**config.mk**
```make
export PLATFORM = sky130hd
export DESIGN_NAME = tss_top
export DESIGN_NICKNAME = d
export VERILOG_FILES = /design/src/tss_pkg.sv /design/src/tss_top.sv
export VERILOG_INCLUDE_DIRS = /design/src
export SDC_FILE = /design/constraint.sdc
export NUM_CORES = 1
export LEC_CHECK = 0
export ABC_AREA = 1
export BUFFER_PORTS_ARGS = -buffer_cell sky130_fd_sc_hd__clkbuf_2
export CAP_MARGIN = 15
export CORE_MARGIN = 5
export CORE_UTILIZATION = 50
export CTS_CLUSTER_SIZE = 12
export DETAILED_ROUTE_END_ITERATION = 8
export PLACE_DENSITY = 0.7
export RECOVER_POWER = 50
export SYNTH_ARGS = -nofsm -noshare
export SYNTH_HDL_FRONTEND = slang
export SYNTH_SLANG_ARGS = --single-unit
```
**constraint.sdc**
```tcl
create_clock -name clk_sys_i -period 6.9 [get_ports clk_sys_i]
set_clock_uncertainty 0.15 [all_clocks]
set_input_delay 0.345 -clock clk_sys_i [delete_from_list [all_inputs] [get_ports clk_sys_i]]
set_output_delay 0.345 -clock clk_sys_i [all_outputs]
set_load 0.05 [all_outputs]
```
**src/tss_defines.svh**
```systemverilog
// Purpose: offsets, field positions, reset values for trigger select
// Assumes: 32-bit Avalon-MM word addressing in bytes
// Notes:   definitions only
`ifndef TSS_DEFINES_SVH
`define TSS_DEFINES_SVH
`define TSS_OFF_CTRL      8'h00
`define TSS_OFF_CNT_CFG   8'h04
`define TSS_OFF_CNT_PRE   8'h08
`define TSS_OFF_CNT_CUR   8'h0C
`define TSS_OFF_CMD       8'h10
`define TSS_OFF_STAT      8'h14
`define TSS_CTRL_MODE     0
`define TSS_CTRL_SRC_LO   4
`define TSS_CTRL_SRC_HI   6
`define TSS_CTRL_L2DIR    8
`define TSS_CTRL_L1OUT    9
`define TSS_CTRL_L2OUT    10
`define TSS_CFG_SEL       0
`define TSS_CFG_EVT_LO    4
`define TSS_CFG_EVT_HI    5
`define TSS_CFG_RST       8
`define TSS_CMD_SWTRIG    0
`define TSS_CMD_CNTRST    1
`define TSS_CMD_ACTION    2
`define TSS_PRE_RESET     10'h001
`define TSS_PRE_MIN       10'h001
`define TSS_PRE_MAX       10'h3FF
`endif

```
**src/tss_pkg.sv**
```systemverilog
// Purpose: types for trigger source select
// Assumes: used with tss_defines.svh
// Notes:   encodings follow selector order
package tss_pkg;
  typedef enum logic [2:0] {
    TSS_SRC_SOFTWARE = 3'h0,
    TSS_SRC_LINE0    = 3'h1,
    TSS_SRC_LINE2    = 3'h2,
    TSS_SRC_COUNTER0 = 3'h3,
    TSS_SRC_ACTION1  = 3'h4,
    TSS_SRC_ANYWAY   = 3'h5
  } tss_src_t;
  typedef enum logic [1:0] {
    TSS_EVT_OFF   = 2'h0,
    TSS_EVT_LINE0 = 2'h1,
    TSS_EVT_LINE2 = 2'h2
  } tss_evt_t;
endpackage

```
**src/tss_top.sv**
```systemverilog
// Purpose: acquisition trigger source selection with event counter
// Assumes: line inputs asynchronous; rising edge is the active edge
// Notes:   one-cycle acquisition start pulse on acq_start_o
//
// The address map and the Avalon-MM register port were decided locally.
`timescale 1ns/10ps
`default_nettype none
`include "tss_defines.svh"

// Overview of operation
// - mode off: acquisitions start from internal timer pulses.
// - mode on: acquisitions start only from the selected external source.
// - external sources are ignored while mode is off.
// - with software or anyway source, each software trigger command starts one acquisition.
// - hardware source takes edges from line 0 or line 2.
// - line 2 direction is set by a software direction bit.
// - line 1 is always driven as a dedicated output.
// - counter source starts acquisitions from counter pulses.
// - action source starts acquisitions from received action commands.
// - anyway source accepts software and hardware line triggers.
// - counter selector is read-write and holds only counter 0.
// - event source read-write, line0 or line2, resets to disabled.
// - reset source read-write, software only, resets to disabled.
// - counter reset command acts only with software reset source.
// - preset value is read-write, limited to 1 through 1023.
// - current value is read-only, counts executed external triggers.
module tss_top
  import tss_pkg::*;
#(
  parameter int INT_PERIOD = 1000000
)(
  input  wire logic        clk_sys_i,
  input  wire logic        nrst_i,
  input  wire logic [4:0]  avs_address_i,
  input  wire logic        avs_read_i,
  input  wire logic        avs_write_i,
  input  wire logic [31:0] avs_writedata_i,
  input  wire logic [3:0]  avs_byteenable_i,
  output logic [31:0]      avs_readdata_o,
  output logic             avs_waitrequest_o,
  input  wire logic        line0_i,
  input  wire logic        line2_i,
  output logic             line2_o,
  output logic             line2_oe_o,
  output logic             line1_o,
  input  wire logic        action_i,
  output logic             acq_start_o
);
  initial begin
    if (INT_PERIOD < 2) $error("INT_PERIOD must be at least 2");
  end

  logic        mode_q;
  tss_src_t    src_q;
  logic        l2dir_q;
  logic        l1val_q;
  logic        l2val_q;
  logic        csel_q;
  tss_evt_t    evt_q;
  logic        rsrc_q;
  logic [9:0]  pre_q;
  logic [9:0]  cnt_q;
  logic [31:0] ext_q;
  logic        cpulse_q;
  logic [31:0] tmr_q;
  logic        tpulse_q;
  logic        ack_q;
  logic        swtrig_q;
  logic        cntrst_q;
  logic        actcmd_q;
  logic [2:0]  l0_s_q;
  logic [2:0]  l2_s_q;
  logic [2:0]  ac_s_q;
  logic        l0_rise;
  logic        l2_rise;
  logic        ac_rise;
  logic        evt_hit;
  logic        ext_trig;
  logic        wr_acc;
  logic        rd_acc;
  logic [7:0]  byte_addr;
  logic [31:0] rd_d;
  logic [9:0]  pre_wr;

  assign byte_addr = {1'b0, avs_address_i, 2'b00};
  // writes land when waitrequest is low; reads capture a cycle earlier
  assign wr_acc = avs_write_i && ack_q;
  assign rd_acc = avs_read_i && !ack_q;

  // two-stage synchronisers; bit 2 is the edge history only
  always_ff @(posedge clk_sys_i or negedge nrst_i) begin
    if (!nrst_i) begin
      l0_s_q <= 3'h0;
      l2_s_q <= 3'h0;
      ac_s_q <= 3'h0;
    end else begin
      l0_s_q <= {l0_s_q[1:0], line0_i};
      l2_s_q <= {l2_s_q[1:0], line2_i};
      ac_s_q <= {ac_s_q[1:0], action_i};
    end
  end
  assign l0_rise = l0_s_q[1] && !l0_s_q[2];
  // line 2 counts only while configured as input
  assign l2_rise = l2_s_q[1] && !l2_s_q[2] && !l2dir_q;
  assign ac_rise = ac_s_q[1] && !ac_s_q[2];

  // bus handshake
  always_ff @(posedge clk_sys_i or negedge nrst_i) begin
    if (!nrst_i) begin
      ack_q <= 1'b0;
    end else begin
      ack_q <= (avs_read_i || avs_write_i) && !ack_q;
    end
  end
  assign avs_waitrequest_o = !ack_q;

  // control register
  always_ff @(posedge clk_sys_i or negedge nrst_i) begin
    if (!nrst_i) begin
      mode_q  <= 1'b0;
      src_q   <= TSS_SRC_SOFTWARE;
      l2dir_q <= 1'b0;
      l1val_q <= 1'b0;
      l2val_q <= 1'b0;
    end else if (wr_acc && byte_addr == `TSS_OFF_CTRL
                 && avs_byteenable_i[0] && avs_byteenable_i[1]) begin
      mode_q <= avs_writedata_i[`TSS_CTRL_MODE];
      // unlisted codes are refused, selector keeps value
      if (avs_writedata_i[`TSS_CTRL_SRC_HI:`TSS_CTRL_SRC_LO] <= 3'h5) begin
        src_q <= tss_src_t'(
          avs_writedata_i[`TSS_CTRL_SRC_HI:`TSS_CTRL_SRC_LO]);
      end
      l2dir_q <= avs_writedata_i[`TSS_CTRL_L2DIR];
      l1val_q <= avs_writedata_i[`TSS_CTRL_L1OUT];
      l2val_q <= avs_writedata_i[`TSS_CTRL_L2OUT];
    end
  end

  // counter configuration
  always_ff @(posedge clk_sys_i or negedge nrst_i) begin
    if (!nrst_i) begin
      csel_q <= 1'b0;
      evt_q  <= TSS_EVT_OFF;
      rsrc_q <= 1'b0;
    end else if (wr_acc && byte_addr == `TSS_OFF_CNT_CFG
                 && avs_byteenable_i[0] && avs_byteenable_i[1]) begin
      csel_q <= 1'b0; // only counter 0 exists
      if (avs_writedata_i[`TSS_CFG_EVT_HI:`TSS_CFG_EVT_LO] != 2'h3) begin
        evt_q <= tss_evt_t'(
          avs_writedata_i[`TSS_CFG_EVT_HI:`TSS_CFG_EVT_LO]);
      end
      rsrc_q <= avs_writedata_i[`TSS_CFG_RST];
    end
  end

  // preset, out-of-range writes dropped rather than clamped
  assign pre_wr = avs_writedata_i[9:0];
  always_ff @(posedge clk_sys_i or negedge nrst_i) begin
    if (!nrst_i) begin
      pre_q <= `TSS_PRE_RESET;
    end else if (wr_acc && byte_addr == `TSS_OFF_CNT_PRE
                 && avs_byteenable_i[0] && avs_byteenable_i[1]
                 && avs_writedata_i[31:10] == 22'h0
                 && pre_wr >= `TSS_PRE_MIN) begin
      pre_q <= pre_wr;
    end
  end

  // command strobes, one cycle each
  always_ff @(posedge clk_sys_i or negedge nrst_i) begin
    if (!nrst_i) begin
      swtrig_q <= 1'b0;
      cntrst_q <= 1'b0;
      actcmd_q <= 1'b0;
    end else begin
      swtrig_q <= wr_acc && byte_addr == `TSS_OFF_CMD
                  && avs_byteenable_i[0]
                  && avs_writedata_i[`TSS_CMD_SWTRIG];
      cntrst_q <= wr_acc && byte_addr == `TSS_OFF_CMD
                  && avs_byteenable_i[0] && rsrc_q
                  && avs_writedata_i[`TSS_CMD_CNTRST];
      actcmd_q <= (wr_acc && byte_addr == `TSS_OFF_CMD
                   && avs_byteenable_i[0]
                   && avs_writedata_i[`TSS_CMD_ACTION]) || ac_rise;
    end
  end

  // event counter
  always_comb begin
    case (evt_q)
      TSS_EVT_LINE0: evt_hit = l0_rise;
      TSS_EVT_LINE2: evt_hit = l2_rise;
      default:       evt_hit = 1'b0;
    endcase
  end

  always_ff @(posedge clk_sys_i or negedge nrst_i) begin
    if (!nrst_i) begin
      cnt_q    <= 10'h000;
      cpulse_q <= 1'b0;
    end else begin
      cpulse_q <= 1'b0;
      if (cntrst_q) begin
        cnt_q <= 10'h000; // no pulse on reset
      end else if (evt_hit) begin
        if (cnt_q + 10'h001 >= pre_q) begin
          cnt_q    <= 10'h000;
          cpulse_q <= 1'b1;
        end else begin
          cnt_q <= cnt_q + 10'h001;
        end
      end
    end
  end

  // internal timer for internal trigger mode
  always_ff @(posedge clk_sys_i or negedge nrst_i) begin
    if (!nrst_i) begin
      tmr_q    <= 32'h0;
      tpulse_q <= 1'b0;
    end else begin
      tpulse_q <= 1'b0;
      if (tmr_q >= 32'(INT_PERIOD - 1)) begin
        tmr_q    <= 32'h0;
        tpulse_q <= 1'b1;
      end else begin
        tmr_q <= tmr_q + 32'h1;
      end
    end
  end

  // source selection
  always_comb begin
    case (src_q)
      TSS_SRC_SOFTWARE: ext_trig = swtrig_q;
      TSS_SRC_LINE0:    ext_trig = l0_rise;
      TSS_SRC_LINE2:    ext_trig = l2_rise;
      TSS_SRC_COUNTER0: ext_trig = cpulse_q;
      TSS_SRC_ACTION1:  ext_trig = actcmd_q;
      TSS_SRC_ANYWAY:   ext_trig = swtrig_q || l0_rise || l2_rise;
      default:          ext_trig = 1'b0;
    endcase
  end

  always_ff @(posedge clk_sys_i or negedge nrst_i) begin
    if (!nrst_i) begin
      acq_start_o <= 1'b0;
    end else begin
      // external only in mode on, internal only in mode off
      acq_start_o <= mode_q ? ext_trig : tpulse_q;
    end
  end

  // executed external triggers, read only
  always_ff @(posedge clk_sys_i or negedge nrst_i) begin
    if (!nrst_i) begin
      ext_q <= 32'h0;
    end else if (mode_q && ext_trig) begin
      ext_q <= ext_q + 32'h1;
    end
  end

  // output lines
  always_ff @(posedge clk_sys_i or negedge nrst_i) begin
    if (!nrst_i) begin
      line1_o    <= 1'b0;
      line2_o    <= 1'b0;
      line2_oe_o <= 1'b0;
    end else begin
      line1_o    <= l1val_q;
      line2_o    <= l2val_q;
      line2_oe_o <= l2dir_q;
    end
  end

  // read mux; unmapped reads return zero
  always_comb begin
    rd_d = 32'h0;
    case (byte_addr)
      `TSS_OFF_CTRL: begin
        rd_d[`TSS_CTRL_MODE] = mode_q;
        rd_d[`TSS_CTRL_SRC_HI:`TSS_CTRL_SRC_LO] = src_q;
        rd_d[`TSS_CTRL_L2DIR] = l2dir_q;
        rd_d[`TSS_CTRL_L1OUT] = l1val_q;
        rd_d[`TSS_CTRL_L2OUT] = l2val_q;
      end
      `TSS_OFF_CNT_CFG: begin
        rd_d[`TSS_CFG_SEL] = csel_q;
        rd_d[`TSS_CFG_EVT_HI:`TSS_CFG_EVT_LO] = evt_q;
        rd_d[`TSS_CFG_RST] = rsrc_q;
      end
      `TSS_OFF_CNT_PRE: rd_d[9:0] = pre_q;
      `TSS_OFF_CNT_CUR: rd_d = ext_q;
      `TSS_OFF_STAT:    rd_d[9:0] = cnt_q;
      default:          rd_d = 32'h0;
    endcase
  end

  always_ff @(posedge clk_sys_i or negedge nrst_i) begin
    if (!nrst_i) begin
      avs_readdata_o <= 32'h0;
    end else if (rd_acc) begin
      avs_readdata_o <= rd_d;
    end
  end
endmodule
`default_nettype wire

```
Word-level counts from Yosys, hierarchy flattened
Cells that the tools add are included.
Operators by class
  reduce and logical (&&, ||, !) cells: 40
  equality and inequality tests: 13
  mux-type cells: 20
  $lt $le $gt $ge: 4
  add/sub/neg operators: 3
Operator list (number)
  $add 32x1->32 const B: 2
  $ge 32x20->1 const B: 1
  $mux 32: 1
  $mux 10: 3
  $logic_and 1x1->1: 25
  $logic_not 22->1: 1
  $mux 21: 1
  $pmux 1 s4: 3
  $add 10x1->10 const B: 1
  $eq 5x2->1 const B: 2
  $eq 5x3->1 const B: 2
  $ge 10x1->1 const B: 1
  $ge 10x10->1: 1
  $pmux 2 s5: 1
  $pmux 3 s3: 1
  $logic_not 8->1: 1
  $eq 3x2->1 const B: 2
  $eq 3x3->1 const B: 2
  $pmux 1 s6: 1
  $eq 5x1->1 const B: 1
  $logic_not 1->1: 5
  $mux 1: 5
  $pmux 1 s5: 1
  $logic_or 1x1->1: 4
  10 further kinds: 12
Storage, ports and cells
  output and inout bits: 37
  logic and storage cells: 105
  register bits after elaboration: 145
  bits of input ports: 48

Depth between registers and ports, before layout
Gate-level depths: netlist of run 1.
  word-level depth: 6
  gate-level depth with buffers: 15

Least setup slack after synthesis of run 1
OpenSTA, ideal clock, no wires.
  kind: register to register
  start point: register cnt_q[0]
  end point: register cnt_q[0]
  slack: 4.612 ns
  stages on the path, launching flop included: 15
  data arrival time: 2.071 ns
  path through: dfrtp_1 -> ha_1 -> nand3_1 -> nor2_1 -> nand3_1 -> nand2_1 -> nand2_1 -> ha_1 -> nand2_1 -> a21oi_1 -> nor2_1 -> nand2_1 -> nor2_1 -> nand3_1 -> nand2_1
Between the ends
  word-level cells in the longest chain between the ends: 5
RTL lines
  start: declaration: RTL line tss_top.sv:62  | logic [9:0] cnt_q;
  start signal: assignment: RTL line tss_top.sv:210  | cnt_q <= cnt_q + 10'h001;
  $add 10x1->10 (*): RTL line tss_top.sv:206, tss_top.sv:210
  $ge 10x10->1: RTL line tss_top.sv:206  | if (cnt_q + 10'h001 >= pre_q) begin
  $mux 10 (*): RTL line tss_top.sv:206
  $mux 10 (*): RTL line tss_top.sv:205  | end else if (evt_hit) begin
  $mux 10 (*): RTL line tss_top.sv:203  | if (cntrst_q) begin
Mark *: on every way between the ends. The rest lies on a longest branch, timed or not. The select of a mux whose other input is x is not followed.
A chain may end at the register's enable or synchronous reset.

Worst setup path after layout of run 1
  start point: register l2dir_q
  end point: register ext_q[0]
Between the ends
  word-level cells in the longest chain between the ends: 5
RTL lines
  start: declaration: RTL line tss_top.sv:55  | logic l2dir_q;
  start signal: assignment: RTL line tss_top.sv:133  | l2dir_q <= avs_writedata_i[`TSS_CTRL_L2DIR];
  $logic_not 1->1 (*): RTL line tss_top.sv:104  | assign l2_rise = l2_s_q[1] && !l2_s_q[2] && !l2dir_q;
  $logic_and 1x1->1 (*): RTL line tss_top.sv:104
  $logic_or 1x1->1: RTL line tss_top.sv:240  | TSS_SRC_ANYWAY: ext_trig = swtrig_q || l0_rise || l2_rise;
  $pmux 1 s6 (*): RTL line tss_top.sv:234  | case (src_q)
  $logic_and 1x1->1 (*): RTL line tss_top.sv:258  | end else if (mode_q && ext_trig) begin
  end signal: assignment: RTL line tss_top.sv:259  | ext_q <= ext_q + 32'h1;
  end: declaration: RTL line tss_top.sv:63  | logic [31:0] ext_q;
Mark *: on every way between the ends. The rest lies on a longest branch, timed or not.

==> key figures, run 1 <==
Final layout
  • Nets@finish: 1197
  • Layout area overhead: 15.8%
  • Diode count: 0
  • Final Non-Filler Cells: between 1000 and 1500
  • Share of cells above drive strength 1: 7.85%
  • Post-Layout Inst Area: 8790 um2
  • Most frequent cells in the layout: nand2_1 (418), nor2_1 (150), dfrtp_1 (144)
  • Most common cell after layout, fill and taps aside: nand2_1
  • Filler cells: 1437

Global routing
  • Largest net degree at the start of global routing: roughly 80
  • Initial antenna violation count: 0
  • GRT Resource Usage Total: 20.7%
  • GRT overflow: 0
  • Vias in the first global route: 6269
  • Global-route wire length before repair: 30000 um

Power
  • P_leak: 4.22 nW
  • Gate power share: 5.9%
  • Pint: 1.48 mW
  • Net Switching: roughly 470 uW
  • Power Density: between 200 and 250 nW/um2
  • Clock network fraction of design power: between 40 and 50%
  • Peak supply drop: 0.000167 V
  • Sequential fraction of design power: 45.2%
  • Total power: 1.95 mW
  • Net Sw Frac: 24.3%

Setup path
  • Crit path launch type: register
  • Crit path kind: reg2reg
  • CP max stage delay: 1.05 ns
  • Worst-path cell chain: inv_1 -> nand3_1 -> nand2_1 -> nand2_1 -> nor2_2 -> nand2_1 -> inv_1 -> nand2_1 -> nand2_1
  • CP max stage cell: inv_1
  • Worst Path Arrival: 3.29 ns
  • Cell family with most CP delay: simple AND/OR/NAND/NOR gates
  • CP dominant cell by count: nand2_1
  • CP max FO: 37
  • WP data required: 7.11 ns
  • Reg2Reg Launch Point: l2dir_q
  • Critical Path End Type: register
  • Reg2reg setup slack: around 3.8 ns
  • Worst r2r path cells: 9
  • CP bufs+invs: 2
  • Reg2reg end: ext_q[0]

Clocking
  • Reg clk slew, reported paths: 0.06 ns
  • CTS tree: done
  • Clock sinks: 145
  • Post CTS Setup Buffer Count: 0
  • CTS Buffer Depth: 2
  • H-Tree Level Count: 4
  • # resized after CTS: 0
  • CTS Root Cell: clkbuf_16
  • TritonCTS buffer count: 17
  • Count of hold-fix buffers inserted at cts: 5
  • Later-pin clock latency in the skew report: 0.43 ns

Synthesis
  • Netlist cell types: 32
  • Synthesized area: 7590 um2
  • Total number of yosys warnings: 0
  • Avg Cell Area, Syn: 7.34 um2
  • Share of the synthesized area in the top cell type: a little under half
  • Top area cells in the synthesized netlist: dfrtp_1 (47%), nand2_1 (21%), nor2_1 (7.3%)
  • Area leader, netlist: dfrtp_1
  • Part of the Yosys area used for sequential elements: a little under half
  • Yosys reg bits: around 150
  • Synth Instances: between 1000 and 1500

Timing
  • Final Cycle Share: 44.6%
  • RSZ-0062 raised after global routing: no
  • Fmax achieved: 0.325 GHz
  • Least-Margin Pin Slew: roughly 1.4 ns
  • Setup ws final: 3.82 ns
  • Min cycle time layout: ~3.1 ns
  • Final Hold Fails: 0
  • Max_slew headroom: 5.44%
  • Post-route setup TNS: 0 ns
  • Final Setup Violations: 0
  • Pins Over Slew Limit: 0

Run
  • Max Cap Violations: 0

Hold path
  • Hold/Removal Path Class: in2reg
  • Hold path startpoint: avs_write_i
  • Hold Path Depth: 3
  • Hold EP: ack_q

Detailed routing
  • Pre-antenna DRT Iters: 5
  • Vias per inst: 4.99
  • WL final: 17700 um
  • Final ANT Viol Nets: 0
  • Iteration-0 DRC Markers: approximately 460
  • Remaining DRCs: 0
  • Via count: 6655
  • WL/cell: between 10 and 15 um

Placed design
  • Placed instance area: 8180 um2
  • Cells after DPL: 1298
  • Pre-CTS setup slack: 4.10 ns
  • Input/output buffers: roughly 80
  • Dpl hpwl: 12800 um
  • RePlAce Congestion: 0.937

Floorplanning
  • Die X: 133 um
  • Core area: 15000 um2
  • # IOs: 85
  • Die span in y: around 130 um
  • Initial core utilization: between 50% and 60%
  • FP Rows: 45
  • Die area: 17700 um2

Outcome
  • Status: complete, no violations
-- logic make-up after synthesis --
family / after synthesis / share of synthesized area (%)
AND/OR/NAND/NOR: 658 / 34.7
flip-flops: 145 / 47.8
buffers and inverters: 120 / 6.44
AO/OA/AOI/OAI: 68 / 5.34
XOR/XNOR: 28 / 3.23
adder cells (fa/ha/maj): 15 / 2.47
other: 1 / 0.0494
-- Yosys cell counts, drive strengths merged --
library cell and count:
conb 1, dfrtp 144, o31ai 17, xor2 20, inv 101, dfstp 1
nand3 64, ha 15, clkbuf 4, nand2 418, o21bai 1, o211ai 4
nor3 7, a21oi 11, o21a 2, buf 15, nand4 9, nor2 158
a21o 1, o21ai 30, o22ai 2, or2 2, xnor2 8
-- worst register-to-register path: cells and delay by family, from the launching register on --
| kind | cells | cell delay, ns |
|---|---|---|
| simple gates | 7 | 1.30 |
| buf+inv | 2 | 1.18 |
| flops | 1 | 0.37 |
-- layer usage --
layer	GRT usage, %	wire (um)	vias up	share of wire [%]
met5	0	0	-	0
met4	5.94	287	0	1.6
met3	4.49	875	26	4.9
met2	33.0	8160	162	46
met1	28.7	8380	3053	47
li1	-	-	3414	-
-- layout make-up --
type                    count  area, um2  area share, %
flip-flops and latches    145       3630           41.3
multi-input cells         781       3500           39.8
clock buffers              18        439           5.00
repair buffers             88        427           4.85
inverters                 101        379           4.31
well taps                 188        235           2.68
clock inverters            14        179           2.04
-- flip-flops by register name (all words and copies together) (netlist names), 2 cells and up --
name            flops
l0_s_q              3
tmr_q              32
src_q               3
l2_s_q              3
ext_q              32
avs_readdata_o     32
cnt_q              10
ac_s_q              3
pre_q              10
evt_q               2
-- worst max-delay path by stage --
stage	cells past startpoint	to	slack [ns]	from
6_report	9	ext_q[0]	3.82	l2dir_q
5_1_grt	9	ext_q[18]	3.40	l2dir_q
4_1_cts	14	cnt_q[9]	4.08	cnt_q[0]
3_5_place_dp	14	cnt_q[8]	4.10	cnt_q[0]
3_3_place_gp	14	cnt_q[8]	4.12	cnt_q[0]
2_1_floorplan	14	cnt_q[0]	4.61	cnt_q[0]
-- power groups by stage --
stage | sequential [mW] | clock (mW) | combinational [mW]
final | 0.883 | 0.954 | 0.115
after global routing | 0.885 | 1.01 | 0.131
after CTS | 0.883 | 0.968 | 0.120
after detailed placement | 0.898 | 0 | 0.118
after global placement | 0.898 | 0 | 0.116
after floorplan | 0.914 | 0 | 0.0461
-- metrics by stage --
stage	hold WS [ns]	util (%)
finish	0.0121	58.5
detailed placement	0.189	54.4
global route	0.0204	58.5
global placement	0.183	54.4
CTS	0.000784	58.9
floorplan	-0.101	-
No activity file was read; power rests on OpenSTA's default activity.
==> run 2: changes to the inputs <==
==> constraint.sdc (replaced) <==
create_clock -name clk_sys_i -period 3.2 [get_ports clk_sys_i]
set_clock_uncertainty 0.15 [all_clocks]
set_input_delay 0.16 -clock clk_sys_i [delete_from_list [all_inputs] [get_ports clk_sys_i]]
set_output_delay 0.16 -clock clk_sys_i [all_outputs]
set_load 0.05 [all_outputs]
==> key figures, run 2 (synthesized netlist as in run 1, its figures left out) <==
Run
  • Max Cap Violations: 1

Power
  • Total power: 4.23 mW
  • Peak supply drop: ~0.00040 V
  • P_leak: between 4 and 5 nW
  • Power Density: 471 nW/um2

Placed design
  • Dpl hpwl: 13300 um
  • RePlAce Congestion: 0.912
  • Input/output buffers: 82

Outcome
  • Status: finished with violations
  • Failing checks: capacitance limit, slew limit

Final layout
  • Largest registers: avs_readdata_o: 32 flops, ext_q: 32 flops, tmr_q: 32 flops
  • Nets@finish: 1217
  • Layout area overhead: 18.3%
  • Most common cell after layout, fill and taps aside: nand2_1
  • Filler cells: 1385
  • Share of cells above drive strength 1: 8.40%
  • Multi-input logic area: roughly 3500 um2
  • Most frequent cells in the layout: nand2_1 (416), nor2_1 (148), dfrtp_1 (144)
  • Seq. cell area: 3630 um2
  • Diode count: 0
  • Final core utilization: 59.7%

Hold path
  • Hold Path Depth: 5
  • Hold path startpoint: avs_address_i[1]
  • Hold EP: avs_readdata_o[10]
  • Hold/Removal Path Class: in2reg

Clocking
  • CTS tree: done
  • Clock sinks: roughly 150
  • H-Tree Level Count: 4
  • Later-pin clock latency in the skew report: approximately 0.43 ns
  • CTS Buffer Depth: 2
  • CTS Root Cell: clkbuf_16
  • Post CTS Setup Buffer Count: 0
  • TritonCTS buffer count: 17
  • Reg clk slew, reported paths: 0.06 ns

Detailed routing
  • Iteration-0 DRC Markers: 604
  • Final ANT Viol Nets: 0
  • Via count: 6828
  • Pre-antenna DRT Iters: 5
  • WL/cell: 13.8 um
  • WL final: 18700 um
  • Remaining DRCs: 0
  • Vias per inst: 5.04

Timing
  • Final Setup Violations: 0
  • Min cycle time layout: 2.59 ns
  • Fmax achieved: between 0.3 and 0.4 GHz
  • RSZ-0062 raised after global routing: no
  • Final Hold Fails: 0
  • Hold slack final: between 0.05 and 0.06 ns
  • Max_slew headroom: -25.3%
  • Least-Margin Pin Slew: roughly 1.9 ns
  • Pins Over Slew Limit: 78
  • Post-route setup TNS: 0 ns
  • Final Cycle Share: 80.9%

Setup path
  • Reg2Reg Launch Point: ack_q
  • WP data required: between 3 and 4 ns
  • Crit path launch type: register
  • CP max FO: 46
  • Worst r2r path cells: 4
  • Crit path kind: reg2reg
  • Crit path from: ack_q
  • Critical Path End Type: register
  • Worst Path Arrival: 2.75 ns
  • Reg2reg setup slack: 0.61 ns
  • Reg2reg end: avs_readdata_o[18]

Floorplanning
  • FP Rows: 45
  • Initial core utilization: 50.5%
  • Core area: between 15000 and 20000 um2
  • Die span in y: 133 um
  • Die X: between 100 and 150 um
  • # IOs: 85
  • Die area: 17700 um2

Global routing
  • GRT overflow: 0
  • Global-route wire length before repair: about 31000 um
  • Initial antenna violation count: 0
  • Largest net degree at the start of global routing: 78
  • GRT Resource Usage Total: 21.9%
  • Vias in the first global route: 6526
[run 2: worst max-delay path by stage]
stage	to	slack (ns)	depth (start not counted)
2_1_floorplan	cnt_q[0]	0.91	14
3_3_place_gp	cnt_q[7]	0.76	15
3_5_place_dp	cnt_q[9]	0.71	15
4_1_cts	cnt_q[5]	0.70	15
5_1_grt	avs_readdata_o[9]	0.32	3
6_report	avs_readdata_o[18]	0.61	4
[run 2: where the power goes]
part / switching, mW / total (mW) / internal, mW
clock: 0.783 / 2.05 / 1.27
sequential: 0.0337 / 1.91 / 1.87
combinational: 0.196 / 0.270 / 0.0736
[run 2: what timing repair did]
item,CTS,global route
endpoints found under the setup margin,0,0
gates resized for setup,0,0
hold buffers,21,0
endpoints found under the hold margin,101,0
[run 2: per-stage QoR]
step	area (um2)	instances	setup slack [ns]
2_1_floorplan	7630	1046	0.912
3_3_place_gp	8210	1302	0.759
3_5_place_dp	8210	1302	0.709
4_1_cts	9040	1355	0.703
5_1_grt	8980	1355	0.321
6_report	8980	1355	0.611
[run 2: worst max-delay path, cell delays in order, from the launching register on]
cell and delay [ns]:
dfrtp_1 0.43, nor2_2 0.12, clkbuf_1 0.73, inv_2 0.58, o31ai_1 0.44
[run 2: cell type report]
class,instances,area share (%)
timing repair buffer,108,6.74
multi-input combinational,781,39.1
inverter,101,4.22
clock inverter,12,1.77
sequential,145,40.4
tap,188,2.62
clock buffer,20,5.09
[run 2: layer usage]
metal	global-route usage, %	share of wire, %
met5	0	0
met1	29.1	45
met4	8.63	2.6
met2	35.9	47
met3	3.66	4.5
==> run 3: changes to the inputs <==
--- a/config.mk
+++ b/config.mk
@@ -6,7 +6,7 @@
 export SDC_FILE = /design/constraint.sdc
 export NUM_CORES = 1
 export LEC_CHECK = 0
-export ABC_AREA = 1
+export ABC_AREA = 0
 export BUFFER_PORTS_ARGS = -buffer_cell sky130_fd_sc_hd__clkbuf_2
 export CAP_MARGIN = 15
 export CORE_MARGIN = 5
==> constraint.sdc (replaced) <==
create_clock -name clk_sys_i -period 2.5 [get_ports clk_sys_i]
set_clock_uncertainty 0.15 [all_clocks]
set_input_delay 0.125 -clock clk_sys_i [delete_from_list [all_inputs] [get_ports clk_sys_i]]
set_output_delay 0.125 -clock clk_sys_i [all_outputs]
set_load 0.05 [all_outputs]
==> key figures, run 3 <==
Outcome
  • Status: finished with violations
  • Failing checks: setup timing

Global routing
  • Initial antenna violation count: 0
  • GRT overflow: 0
  • GRT Resource Usage Total: between 20% and 30%
  • Largest net degree at the start of global routing: 57
  • Vias in the first global route: 5465
  • Global-route wire length before repair: about 28000 um

Detailed routing
  • Via count: 5281
  • Iteration-0 DRC Markers: 374
  • WL final: roughly 16000 um
  • Vias per inst: 5.43
  • Remaining DRCs: 0
  • WL/cell: 16.8 um
  • Final ANT Viol Nets: 0
  • Pre-antenna DRT Iters: 5

Synthesis
  • Top area cells in the synthesized netlist: dfrtp_1 (54%), xor2_1 (4.4%), nand2_1 (4.2%)
  • Total number of yosys warnings: 0
  • Count leader, synth: dfrtp_1
  • Part of the Yosys area used for sequential elements: about 55%
  • Post-Synth Adder-Cell Area: 2.82%
  • Synthesized area: 6640 um2
  • Post-synthesis compound-gate area fraction: 8.15%
  • Main synth FF type: dfrtp_1
  • Avg Cell Area, Syn: 10.4 um2
  • Share of the synthesized area in the top cell type: 54.2%
  • Area leader, netlist: dfrtp_1
  • Post-synthesis mux area share: 3.03%
  • Synth Area in Simple Gates: around a fifth
  • XOR/XNOR Fraction of Synth Area: 7.51%
  • List of most frequent post-synthesis cells: dfrtp_1 (144), nand2_1 (74), nor2_1 (60)
  • Synth Instances: 638
  • Largest family of logic cells by synthesized area: simple AND/OR/NAND/NOR gates
  • Post-synth ARST share: 100%
  • Yosys reg bits: 145
  • Post-synth EDFFs: 0
  • Netlist cell types: 56

Final layout
  • Share of cells above drive strength 1: 23.1%
  • Most common cell after layout, fill and taps aside: dfrtp_1
  • Nets@finish: approximately 850
  • Largest registers: avs_readdata_o: 32 flops, ext_q: 32 flops, tmr_q: 32 flops
  • Final core utilization: between 60% and 70%
  • Filler cells: approximately 1100
  • Post-Layout Inst Area: 8390 um2
  • Most frequent cells in the layout: dfrtp_1 (141), clkbuf_2 (83), nand2_1 (74)
  • Diode count: 0
  • Layout area overhead: 26.3%

Setup path
  • Crit path launch type: register
  • CP max stage cell: o41a_1
  • Worst Path Arrival: 2.72 ns
  • Crit path kind: reg2reg
  • CP max FO: 7
  • Critical Path End Type: register
  • Worst-path cell chain: ha_4 -> and3_1 -> xor2_1 -> ha_1 -> nand4_1 -> o41a_1 -> and3_4 -> a22o_1
  • CP max stage delay: 0.47 ns
  • WP data required: 2.64 ns

Clocking
  • CTS Buffer Depth: 2
  • Reg clk slew, reported paths: approximately 0.06 ns
  • CTS Root Cell: clkbuf_16
  • Later-pin clock latency in the skew report: 0.41 ns
  • TritonCTS buffer count: 17
  • Clock sinks: 145
  • CTS tree: done
  • H-Tree Level Count: 4

Placed design
  • Input/output buffers: 82
  • Dpl hpwl: 11500 um
  • RePlAce Congestion: 0.891
  • Placed instance area: between 7000 and 8000 um2

Floorplanning
  • Core area: 13100 um2
  • Die area: 15700 um2
  • FP Rows: 42
  • Initial core utilization: 50.6%
  • Die span in y: 125 um
  • # IOs: 85
  • Die X: 125 um

Power
  • Power Density: 628 nW/um2
  • Sequential fraction of design power: 46.3%
  • Net Sw Frac: 25.7%
  • Pint: a little under 4 mW
  • Total power: 5.27 mW
  • Gate power share: 7.4%
  • Net Switching: 1.35 mW
  • Peak supply drop: 0.000447 V
  • P_leak: 4.02 nW
  • Clock network fraction of design power: 46.3%

Timing
  • Min cycle time layout: roughly 2.6 ns
  • Final Hold Fails: 0
  • Final Setup Violations: 8
  • Pins Over Slew Limit: 0
  • RSZ-0062 raised after global routing: yes
  • Fmax achieved: approximately 0.39 GHz
  • Max_slew headroom: 15.3%
  • Final Cycle Share: 103%
  • Setup ws final: -0.0803 ns
  • Post-route setup TNS: -0.488 ns
  • Least-Margin Pin Slew: between 1 and 1.5 ns

Run
  • Max Cap Violations: 0

Hold path
  • Hold/Removal Path Class: in2reg
==> run 3: changes by cell type in the layout (fill, tap and decap cells not counted), moves of 16 or more <==
cell,change
clkbuf_2,+37
buf_4,+28
nand2_1,-342
inv_1,-66
o21ai_0,-26
xnor2_1,+16
clkbuf_1,-38
nor4_1,+22
nand3_1,-26
nor2_1,-89
==> run 3: power groups by stage <==
| stage | Sequential [mW] | Combinational [mW] | Clock, mW |
|---|---|---|---|
| floorplan | 2.56 | 0.107 | 0 |
| global placement | 2.48 | 0.368 | 0 |
| detailed placement | 2.48 | 0.374 | 0 |
| CTS | 2.44 | 0.398 | 2.47 |
| global route | 2.45 | 0.430 | 2.58 |
| finish | 2.44 | 0.392 | 2.44 |
==> run 3: final timing paths <==
kind / startpoint / end / slack [ns] / depth (start not counted)
max: cnt_q[0] / cnt_q[4] / -0.08 / 8
min: avs_write_i / cntrst_q / 0.05 / 4
max reg2reg: cnt_q[0] / cnt_q[4] / -0.08 / 8
min reg2reg: l0_s_q[0] / l0_s_q[1] / 0.20 / 0
max in group asynchronous: nrst_i / tmr_q[6] / 0.33 / 3
min in group asynchronous: nrst_i / l1val_q / 0.37 / 2
==> run 3: kinds of logic (layout without fill, tap and decap cells) <==
group                    after synthesis  in the layout
AO/OA/AOI/OAI                         79             79
XOR/XNOR                              57             57
adder cells (fa/ha/maj)               15             15
buffers and inverters                 52            199
flip-flops                           145            145
multiplexers                          18             18
other                                  1             12
AND/OR/NAND/NOR                      271            271
==> run 3: layout make-up <==
class / instances / area, um2 / share of cell area, %
Multi-Input combinational cell: 452 / 2980 / 35.5
Clock buffer: 17 / 425 / 5.07
Clock inverter: 15 / 148 / 1.76
Tap cell: 176 / 220 / 2.62
Timing Repair Buffer: 136 / 871 / 10.4
Sequential cell: 145 / 3630 / 43.3
Inverter: 31 / 116 / 1.39
==> run 3: per-layer routing <==
metal	vias to the layer above	share of wire (%)	GRT usage [%]
li1	2513	-	-
met1	2575	42	28.0
met2	157	50	36.1
met3	36	5.1	4.61
met4	0	2.7	9.12
met5	-	0	0
==> run 3: critical path, delay by kind of cell, from the launching register on <==
kind / cells / cell delay (ns)
flip-flops: 1 / 0.45
XOR/XNOR: 1 / 0.17
AND/OR/NAND/NOR: 3 / 0.51
AO/OA/AOI/OAI: 2 / 0.70
adder cells (fa/ha/maj): 2 / 0.49
==> run 3: metrics by stage <==
stage	hold WS, ns	cells	worst slack [ns]
global placement	-0.0490	917	-0.0978
detailed placement	-0.0496	917	-0.148
floorplan	-0.321	649	-0.0845
global route	0.0669	972	-0.165
finish	0.0457	972	-0.0803
CTS	0.0149	970	-0.0143
==> run 3: timing repair <==
item	CTS	global route
setup buffers	3	2
pin swaps	2	7
gates resized for setup	5	12
endpoints found under the setup margin	10	11
hold buffers	18	0
endpoints found under the hold margin	171	0
